### config.mk
export PLATFORM = sky130hd
export DESIGN_NAME = dpt_core
export DESIGN_NICKNAME = d
export VERILOG_FILES = /design/src/dpt_pkg.sv /design/src/dpt_core.sv /design/src/dpt_pin_sync.sv
export VERILOG_INCLUDE_DIRS = /design/src /design/src/src
export SDC_FILE = /design/constraint.sdc
export NUM_CORES = 1
export LEC_CHECK = 0
export BUFFER_PORTS_ARGS = -buffer_cell sky130_fd_sc_hd__buf_4
export CAP_MARGIN = 5
export CORE_MARGIN = 2
export CORE_UTILIZATION = 62
export DETAILED_ROUTE_END_ITERATION = 10
export PLACE_DENSITY = 0.83
export SETUP_SLACK_MARGIN = 0.2
export SYNTH_ARGS = -nofsm -noshare
export SYNTH_HDL_FRONTEND = slang
export SYNTH_SLANG_ARGS = --single-unit
### constraint.sdc
create_clock -name mclk -period 4.05 [get_ports mclk]
set_input_delay 1.0125 -clock mclk [delete_from_list [all_inputs] [get_ports mclk]]
set_output_delay 1.0125 -clock mclk [all_outputs]
set_load 0.01 [all_outputs]
### src/dpt_defs.svh
// Timing counts and fixed figures of the power-down and termination block
`ifndef DPT_DEFS_SVH
`define DPT_DEFS_SVH

// ==========================================================
// Clock
`define DPT_CLK_PS          50000
// ==========================================================
// Power-down timing
`define DPT_DECODE_HOLD_NCK 2
`define DPT_XP_MIN_NCK      3
`define DPT_XP_FLOOR_PS     6000
// ==========================================================
// Termination timing
`define DPT_ODT_LAT_OFFSET  2
`define DPT_WR_BURST_NCK    4
// ==========================================================
// Write leveling
`define DPT_LVL_FB_MAX_PS   7500

`endif

### src/dpt_pkg.sv
// Types shared by the power-down and termination block
package dpt_pkg;

	// Command pins as sampled on the clock
	typedef struct packed {
		logic cs_n;
		logic ras_n;
		logic cas_n;
		logic we_n;
	} dpt_cmd_t;

	// Latency and mode settings held by the mode registers
	typedef struct packed {
		logic [3:0] cwl;
		logic [3:0] al;
		logic       dll_frozen;
		logic       lvl_en;
	} dpt_cfg_t;

	// Clock-enable state machine
	typedef enum logic [1:0] {
		DPT_ACTIVE,
		DPT_HOLD,
		DPT_PD,
		DPT_EXIT
	} dpt_state_t;

endpackage

### src/dpt_core.sv
// Device-side power-down, termination latency and write-leveling logic
`timescale 1ns/1ps
`default_nettype none
`include "dpt_defs.svh"
module dpt_core
	import dpt_pkg::*;
#(
	parameter int MAX_WL   = 19,
	parameter int OP_CLKS  = 8,
	parameter int XP_FL_PS = `DPT_XP_FLOOR_PS
) (
	// Clock and reset
	input  wire logic     mclk,
	input  wire logic     reset_n,
	// Command pins, same clock as mclk
	input  wire logic     cke,
	input  wire dpt_cmd_t cmd,
	input  wire logic     odt_pin,
	// Pins from outside the clock domain
	input  wire logic     odt_async_pin,
	input  wire logic     dqs_pin,
	input  wire logic     ck_pin,
	// Mode register settings
	input  wire dpt_cfg_t cfg,
	// Command and power state
	output var  logic     cmd_taken,
	output var  dpt_cmd_t cmd_word,
	output var  logic     in_powerdown,
	output var  logic     op_busy,
	// Termination control
	output var  logic     rtt_on,
	output var  logic     rtt_wr_sel,
	// Leveling feedback pin
	output var  logic     lvl_dq,
	output var  logic     lvl_dq_oe
);
	// ==========================================================
	// Derived constants
	localparam int CLK_PS   = `DPT_CLK_PS;
	localparam int XP_CEIL  = (XP_FL_PS + CLK_PS - 1) / CLK_PS;
	localparam int XP_CYC   = (XP_CEIL > `DPT_XP_MIN_NCK) ? XP_CEIL : `DPT_XP_MIN_NCK;
	localparam int LVL_FLR  = `DPT_LVL_FB_MAX_PS / CLK_PS;
	localparam int LVL_CYC  = (LVL_FLR < 1) ? 1 : LVL_FLR;
	localparam int HOLD_CYC = `DPT_DECODE_HOLD_NCK;
	localparam int BURST    = `DPT_WR_BURST_NCK;

	// Elaboration checks
	if (MAX_WL < 3 || MAX_WL > 30) begin : g_chk_wl
		$error("MAX_WL out of range");
	end
	if (OP_CLKS < 2 || OP_CLKS > 255) begin : g_chk_op
		$error("OP_CLKS out of range");
	end

	// ==========================================================
	// Synchronised pins: async termination, strobe, clock level
	logic [2:0] pin_lvl;
	dpt_pin_sync #(.W(3)) u_sync (
		.mclk    (mclk),
		.reset_n (reset_n),
		.pin     ({ck_pin, dqs_pin, odt_async_pin}),
		.level   (pin_lvl)
	);
	wire odt_lvl = pin_lvl[0];
	wire dqs_lvl = pin_lvl[1];
	wire ck_lvl  = pin_lvl[2];

	// ==========================================================
	// Clock-enable state machine
	dpt_state_t state;
	dpt_state_t next_state;
	logic [3:0] cnt;

	// Decode stays open through the hold after clock enable falls
	wire decode_en = (state == DPT_ACTIVE) || (state == DPT_HOLD);
	wire cmd_sel   = decode_en && !cmd.cs_n;
	wire is_wr     = cmd_sel && cmd.ras_n && !cmd.cas_n && !cmd.we_n;
	// Activate, precharge and refresh start a row operation
	wire op_start  = cmd_sel && !cmd.ras_n && (cmd.cas_n || cmd.we_n);

	always_comb begin
		next_state = state;
		unique case (state)
			DPT_ACTIVE: if (!cke) next_state = DPT_HOLD;
			DPT_HOLD:   if (cnt == 4'(HOLD_CYC - 1)) next_state = DPT_PD;
			DPT_PD:     if (cke) next_state = DPT_EXIT;
			DPT_EXIT:   if (cnt == 4'(XP_CYC - 1)) next_state = DPT_ACTIVE;
		endcase
	end

	// State and step counter
	always_ff @(posedge mclk or negedge reset_n) begin
		if (!reset_n) begin
			state <= DPT_ACTIVE;
			cnt   <= '0;
		end else begin
			state <= next_state;
			cnt   <= (next_state != state) ? 4'h0 : cnt + 4'h1;
		end
	end

	// Command capture and power state flag
	always_ff @(posedge mclk or negedge reset_n) begin
		if (!reset_n) begin
			cmd_taken    <= 1'b0;
			cmd_word     <= '1;
			in_powerdown <= 1'b0;
		end else begin
			cmd_taken    <= cmd_sel;
			cmd_word     <= cmd;
			in_powerdown <= (next_state != DPT_ACTIVE);
		end
	end

	// ==========================================================
	// Row operations run to completion whatever clock enable does
	logic [7:0] op_cnt;
	wire  [7:0] next_op_cnt = op_start ? 8'(OP_CLKS) :
	                          (op_cnt != 8'h00) ? op_cnt - 8'h01 : 8'h00;

	always_ff @(posedge mclk or negedge reset_n) begin
		if (!reset_n) begin
			op_cnt  <= '0;
			op_busy <= 1'b0;
		end else begin
			op_cnt  <= next_op_cnt;
			op_busy <= (next_op_cnt != 8'h00);
		end
	end

	// ==========================================================
	// Termination latency lines; index 0 is this edge's sample
	logic [MAX_WL-1:0] odt_hist;
	logic [MAX_WL-1:0] wr_hist;
	logic [BURST-1:0]  wr_win;
	wire  [MAX_WL:0]   odt_line = {odt_hist, odt_pin};
	wire  [MAX_WL:0]   wr_line  = {wr_hist, is_wr};
	wire  [4:0]        wl       = 5'(cfg.cwl) + 5'(cfg.al);
	wire  [4:0]        lat      = wl - 5'(`DPT_ODT_LAT_OFFSET);
	// Frozen DLL leaves no clock reference, so in power-down (DPT_PD) the synced pin is followed
	wire async_mode  = cfg.dll_frozen && (state == DPT_PD);
	wire next_rtt_on = async_mode ? odt_lvl : odt_line[lat];
	// Write window opens write latency after the write, for one burst
	wire [BURST-1:0] next_wr_win = {wr_win[BURST-2:0], wr_line[wl]};
	wire next_wr_sel = next_rtt_on && !async_mode && (|next_wr_win);

	// Lines shift every edge; outputs change on the reference edge itself
	always_ff @(posedge mclk or negedge reset_n) begin
		if (!reset_n) begin
			odt_hist   <= '0;
			wr_hist    <= '0;
			wr_win     <= '0;
			rtt_on     <= 1'b0;
			rtt_wr_sel <= 1'b0;
		end else begin
			odt_hist   <= odt_line[MAX_WL-1:0];
			wr_hist    <= wr_line[MAX_WL-1:0];
			wr_win     <= next_wr_win;
			rtt_on     <= next_rtt_on;
			rtt_wr_sel <= next_wr_sel;
		end
	end

	// ==========================================================
	// Write leveling: sample clock level on each strobe rise
	logic dqs_prev;
	wire  lvl_rise = cfg.lvl_en && dqs_lvl && !dqs_prev;

	always_ff @(posedge mclk or negedge reset_n) begin
		if (!reset_n) begin
			dqs_prev  <= 1'b0;
			lvl_dq    <= 1'b0;
			lvl_dq_oe <= 1'b0;
		end else begin
			dqs_prev  <= dqs_lvl;
			lvl_dq    <= lvl_rise ? ck_lvl : lvl_dq;
			lvl_dq_oe <= cfg.lvl_en;
		end
	end

	// ==========================================================
	// Assertion helpers: edges since the last pin change or write
	logic [4:0] rise_age;
	logic [4:0] fall_age;
	logic [4:0] wr_age;

	always_ff @(posedge mclk or negedge reset_n) begin
		if (!reset_n) begin
			rise_age <= '1;
			fall_age <= '1;
			wr_age   <= '1;
		end else begin
			rise_age <= (odt_pin && !odt_hist[0]) ? 5'h00 : rise_age + 5'(rise_age != 5'h1f);
			fall_age <= (!odt_pin && odt_hist[0]) ? 5'h00 : fall_age + 5'(fall_age != 5'h1f);
			wr_age   <= is_wr ? 5'h00 : wr_age + 5'(wr_age != 5'h1f);
		end
	end
endmodule
`default_nettype wire

### src/dpt_pin_sync.sv
// Three-stage synchroniser; a level counts once stages two and three agree
`timescale 1ns/1ps
`default_nettype none
module dpt_pin_sync #(
	parameter int W = 1
) (
	// Clock and reset
	input  wire logic         mclk,
	input  wire logic         reset_n,
	// Pin side
	input  wire logic [W-1:0] pin,
	// Clean level
	output var  logic [W-1:0] level
);
	logic [W-1:0] s1;
	logic [W-1:0] s2;
	logic [W-1:0] s3;

	// Stage one feeds stage two only; level holds while stages disagree
	always_ff @(posedge mclk or negedge reset_n) begin
		if (!reset_n) begin
			s1    <= '0;
			s2    <= '0;
			s3    <= '0;
			level <= '0;
		end else begin
			s1    <= pin;
			s2    <= s1;
			s3    <= s2;
			level <= ((s2 ~^ s3) & s3) | ((s2 ^ s3) & level);
		end
	end
endmodule
`default_nettype wire

==> run metrics, run 1 <==
P_leak 0.00171 uW; layout cells sized above 1 23.7%; FP Rows 25; Seq/Total Area, Yosys 65.8%; Comb power frac 22.1%; hold_buf cts 0; setup bufs post-CTS 0; Worst setup SP type input port; post-CTS sizing 0; Syn Area/Cell 14.6 um^2; via count 1,656; # setup viols final 0; CTS max path bufs 2; post-synth design cell area 3010 um^2; antenna cells 0; ANT nets after route 0; Std-Cell Core Area 4690 um^2; clock group share of total power 27.9%; via count of the first global-routing pass 1,798; Ports 32; synthesized net count 240; switching share of power 28.9%; status completed; Die H 73.7 um; Inst Count DP 287; ys async rst share 100%; Crit Path Category in -> reg; critical path startpoint cfg[2]; headroom to the max-slew limit 38.4%; Syn. warnings 0; crit path time final 3290 ps; largest net degree at the start of global routing 80; Routed WL per cell 15.5 um; Pwr Total 2010 uW; worst hold margin 350 ps; RSZ-0062 raised after global routing no; clk slew on worst S/H paths 70 ps; Worst Skew 8.05 ps; Port Buffer Count 31; Fmax 0.304 GHz; CP Capture Type register; period utilisation layout 81.3%; setup TNS 0 ps; VDD IR max 0.385 mV; CTS H-tree lvls 3; worst hold start u_sync.s1[0]; grt ovf 0; r2r startpoint wr_hist[12]; post-DP HPWL 3280 um; first-pass GRT wire length 7940 um; Top FF cell, synth dfrtp_1; Die Area 5430 um^2; number of synthesized flops with an enable pin 0; CP Max Fanout 9; CTS buffer count 9; clock tree root buffer cell clkbuf_8; Pins Over Slew Limit 0; worst-margin pin slew 924 ps; GRT Total Usage 20.1%; pwr dens 579 nW/um^2; Initial Utilization 64.2%; WP data arrival 3510 ps; worst skew pair latency 340 ps; CTS tree done; NetSw 580 uW; drt initial violations 124; First-pass DRT Iterations 4; final worst slack 759 ps; GPL Wtd Cong 0.823; worst hold path class reg -> reg; DR DRC count 0; initial antenna violation count 0; Worst Path Required 4270 ps; Post-Layout Cell Count 303; Yosys reg bits 79; Mapped Cells 206; pre-CTS setup slack 398 ps; fin nets 278; CTS Sinks 79; Layout area overhead 15.2%; vias per cell 5.47; max_cap viols 0; final hold vios 0; Int Pwr 1430 uW; sequential share of power 50.0%; Netlist cell types 38; WL final 4690 um; Die Wd 73.7 um
-- synthesized netlist by cell type (4+ instances only) --
cell / n / area [um^2]
nor2_1: 19 / 71.3
xor2_1: 6 / 52.6
nand2_1: 12 / 45.0
ha_1: 12 / 150
dfrtp_1: 75 / 1880
inv_1: 6 / 22.5
mux4_1: 4 / 105
nand3_1: 4 / 20.0
a21o_1: 6 / 45.0
dfstp_2: 4 / 105
mux4_2: 5 / 113
xnor2_1: 7 / 61.3
mux2i_1: 6 / 60.1
-- routing by layer --
metal	vias to the layer above	track usage, %	part of all wire [%]
met1	821	25.6	45
met4	0	7.07	1.5
met5	-	0	0
met3	9	7.54	4.5
met2	37	31.7	49
li1	789	-	-
-- cells by family (layout without fill, tap and decap cells) --
logic type      count (synthesis)  count (layout)  synth area share, %
flops                          79              79                 65.8
simple gates                   54              54                 8.64
compound gates                 20              20                 4.53
mux                            16              16                 9.59
fa+ha+maj                      13              13                 5.65
xor+xnor                       13              13                 3.78
buf+inv                        11              54                 2.03
-- through the flow --
stage	cell area (um^2)	util (%)
2_1_floorplan	3010	-
5_1_grt	3470	74.0
3_3_place_gp	3280	69.9
6_report	3470	74.0
4_1_cts	3470	74.0
3_5_place_dp	3280	69.9
-- area by class of cell --
class / instances / area (um^2)
fill: 306 / 1220
clock inverter: 4 / 47.5
timing repair buffer: 31 / 233
tap: 54 / 67.6
multi-input combinational: 116 / 970
sequential: 79 / 1980
clock buffer: 12 / 145
inverter: 7 / 26.3
-- placed cells by master (no fill, tap or decap), types with 2 or more instances in the layout --
master | synthesis | routed
a21o_1 | 6 | 6
a21oi_1 | 3 | 3
a31oi_1 | 2 | 2
and3_1 | 2 | 2
buf_4 | 1 | 31
clkbuf_1 | 0 | 2
clkbuf_8 | 0 | 10
clkinv_2 | 0 | 2
dfrtp_1 | 75 | 75
dfstp_2 | 4 | 4
ha_1 | 12 | 12
inv_1 | 6 | 6
mux2i_1 | 6 | 6
mux4_1 | 4 | 4
mux4_2 | 5 | 5
nand2_1 | 12 | 12
nand3_1 | 4 | 4
nand3b_1 | 2 | 2
nor2_1 | 19 | 19
nor3_1 | 3 | 3
nor4_1 | 3 | 3
o21ai_0 | 3 | 3
o21bai_1 | 2 | 2
or2_2 | 2 | 2
or3_1 | 2 | 2
xnor2_1 | 7 | 7
xor2_1 | 6 | 6
-- power groups by stage --
stage	Clock, uW	Sequential [uW]	Combinational, uW
final	560	1000	445
after global routing	615	1020	503
after CTS	579	1000	451
after detailed placement	0	1020	451
after global placement	0	1010	431
after floorplan	0	998	329
-- sequential cells by signal, summed over array words and instances, names as in the netlist --
name and cells:
wr_win 3, rtt_on 1, cmd_word 4, op_cnt 8, wr_hist 19, state 2
odt_hist 19, cmd_taken 1, rtt_wr_sel 1, lvl_dq_oe 1, u_sync.s3 3, dqs_prev 1
u_sync.s1 3, cnt 4, lvl_dq 1, u_sync.s2 3, in_powerdown 1, op_busy 1
u_sync.level 3
-- worst max-delay path: stages --
cell and delay, ps:
buf_4 110, ha_1 220, fa_1 710, inv_1 170, ha_1 410, mux4_1 320
mux2i_1 160, mux2i_1 100, mux2i_1 190, a21oi_1 100
-- final timing paths --
kind	end	slack [ps]	depth (start not counted)
min in group asynchronous	wr_hist[17]	810	1
hold reg to reg	u_sync.s2[0]	350	0
setup / recovery	rtt_on	760	10
setup reg to reg	rtt_wr_sel	2460	6
hold / removal	u_sync.s2[0]	350	0
max in group asynchronous	wr_win[1]	2640	1
(Power assumes the default switching activity.)
==> run 2, diff against run 1 <==
ABC_AREA = 1   (was not set)
CORE_UTILIZATION = 58   (was 62)
PLACE_DENSITY = 0.79   (was 0.83)
clock period = 3.3 ns   (was 4.05 ns; I/O delays follow)
==> run 2 against run 1 <==
Cell area grew 6.4%. Clock skew shrank 3.2 ps. Global-route usage grew 0.94 points. Via count grew 34%. Synthesized cell count grew 57%. Worst setup slack lost 9.5 ps. Critical path depth grew 5. Non-clock buffer count grew 3. First-iteration DRC count shrank 26%. Utilization shrank 3.0 points. Clock power grew 28%. Worst hold slack gained 4.2 ps. Critical endpoint unchanged.
==> run metrics, run 2 <==
status completed; CTS max path bufs 2 (unchanged); setup bufs post-CTS 0 (unchanged); most frequent cells in the layout nand2_1, dfrtp_1, buf_4; crit path time final 2550 ps; Crit path top cell by count nand2_1; Yosys reg bits 79 (unchanged); slowest CP cell fa_1; sequential share of power 46.6% (-3.4 points); via count of the first global-routing pass 2,326 (+29%); clk slew on worst S/H paths 80 ps (about the same); Die H 78.1 um (+6.0%); CP Capture Type register; initial antenna violation count 0 (unchanged); post-synth design cell area 3190 um^2 (+5.8%); Mapped Cells 323 (+57%); WP data arrival 2780 ps (-730 ps); number of synthesized flops with an enable pin 0 (unchanged); Worst setup SP type input port; Syn Area/Cell 9.87 um^2 (-33%); post-CTS sizing 0 (unchanged); via count 2,227 (+34%); CTS H-tree lvls 3 (unchanged); FP Rows 26 (+4.0%); Commonest cells post-synth nand2_1, dfrtp_1, inv_1, nor2_1, nand3_1; worst hold path class reg -> reg; Die Area 6100 um^2 (+12%); setup TNS 0 ps (unchanged); Seq/Total Area, Yosys 62.2% (-3.6 points); First-pass DRT Iterations 4 (unchanged); Syn. warnings 0 (unchanged); GRT Total Usage 21.0% (+0.94 points); Ports 32 (unchanged); max_cap viols 0 (unchanged); RSZ-0062 raised after global routing no; ys async rst share 100% (unchanged); WL final 5400 um (+15%); CP Max Fanout 6 (-3); vias per cell 5.08 (-7.0%); CTS tree done; grt ovf 0 (unchanged); worst-margin pin slew 924 ps (+0.603 ps); Largest regs odt_hist x19, wr_hist x19, op_cnt x8; Die Wd 78.1 um (+6.0%); Top FF cell, synth dfrtp_1; switching share of power 31.7% (+2.8 points); Netlist cell types 26 (-32%); Worst path max stage delay 400 ps (-310 ps); Port Buffer Count 31 (unchanged); worst skew pair latency 340 ps (about the same); Worst Skew 4.87 ps (-3.18 ps); final hold vios 0 (unchanged); post-DP HPWL 3760 um (+15%); Fmax 0.392 GHz; clock group share of total power 27.8% (about the same); Layout area overhead 15.9%; VDD IR max 0.558 mV (+45%); Worst Path Required 3530 ps (-740 ps); NetSw 819 uW (+41%); CTS Sinks 79 (unchanged); P_leak 0.00193 uW (+13%); worst-path cell chain buf_4 -> ha_1 -> fa_1 -> xor2_1 -> inv_2 -> ha_1 -> inv_1 -> nand2_1 -> nand2_1 -> nand2_1 -> nand2_1 -> nand2_1 -> nand2_1 -> nand2_1 -> nand2_1; CTS buffer count 9 (unchanged); Int Pwr 1770 uW (+24%); fin nets 397 (+43%); drt initial violations 92 (-26%); most common cell after layout, fill and taps aside nand2_1; Initial Utilization 61.2% (-3.0 points); layout cells sized above 1 17.4% (-6.3 points); Post-Layout Cell Count 438 (+45%); hold_buf cts 0 (unchanged); top area cells in the synthesized netlist dfrtp_1, nand2_1, ha_1; Pins Over Slew Limit 0 (unchanged); most frequent cell after synthesis nand2_1; synthesized net count 357 (+49%); Crit Path Category in -> reg; ANT nets after route 0 (unchanged); headroom to the max-slew limit 38.4% (-0.040 points); pwr dens 701 nW/um^2 (+21%); first-pass GRT wire length 9900 um (+25%); # setup viols final 0 (unchanged); Comb power frac 25.6% (+3.5 points); GPL Wtd Cong 0.782 (-5.0%); antenna cells 0 (unchanged); top cell type's share of synthesized area 58.9% (-3.4 points); Inst Count DP 422 (+47%); Routed WL per cell 12.3 um (-20%); Std-Cell Core Area 5200 um^2 (+11%); period utilisation layout 77.3%; largest net degree at the start of global routing 80 (unchanged); clock tree root buffer cell clkbuf_8; DR DRC count 0 (unchanged); Synth area leader dfrtp_1
run 2: layout make-up:
type                    count  area (um^2)
flip-flops and latches     79         1980
fillers                   395         1510
multi-input cells         205         1030
repair buffers             34          255
clock buffers              11          151
inverters                  34          130
well taps                  70         87.6
clock inverters             5         56.3
run 2: power by group through the flow:
stage               combinational (uW)  sequential [uW]  clock (uW)
floorplan                          464             1220           0
global placement                   635             1220           0
detailed placement                 659             1220           0
CTS                                668             1210         743
global route                       774             1230         783
finish                             663             1210         719
run 2: final timing paths:
check	start	to	slack [ps]	depth (start not counted)
max in group asynchronous	reset_n	wr_win[2]	2090	1
setup / recovery	cfg[2]	rtt_on	750	15
hold / removal	u_sync.s1[2]	u_sync.s2[2]	350	0
setup reg to reg	op_cnt[0]	op_busy	1500	11
hold reg to reg	u_sync.s1[2]	u_sync.s2[2]	350	0
min in group asynchronous	reset_n	wr_hist[14]	620	1
run 2: kinds of logic after synthesis:
logic type | count (synthesis) | share of synthesized area [%]
muxes | 1 | 0.353
AOI/OAI and AO/OA | 26 | 4.36
adders and majority gates | 13 | 5.34
DFF | 79 | 62.2
buffers and inverters | 39 | 5.50
xor gates and xnor gates | 6 | 1.65
and+or+nand+nor | 159 | 20.6
run 2: worst max-delay path: cells and delay by family:
kind / cells / cell delay [ps]
buffers and inverters: 3 / 290
adder cells (fa/ha/maj): 3 / 960
XOR/XNOR: 1 / 280
AND/OR/NAND/NOR: 8 / 420
run 2: stage by stage:
stage	setup slack (ps)	util, %	total power, uW	area (um^2)	hold slack (ps)
6_report	749	70.9	2590	3690	354
4_1_cts	778	70.9	2620	3690	358
3_5_place_dp	414	66.9	1880	3480	339
5_1_grt	620	70.9	2790	3690	360
3_3_place_gp	498	66.9	1850	3480	334
2_1_floorplan	696	-	1680	3190	331
run 2: routing by layer:
layer	part of all wire [%]	vias up	track usage (%)
li1	-	1103	-
met1	43	1073	24.2
met2	50	43	35.4
met3	4.9	8	7.47
met4	1.6	0	9.30
met5	0	-	0
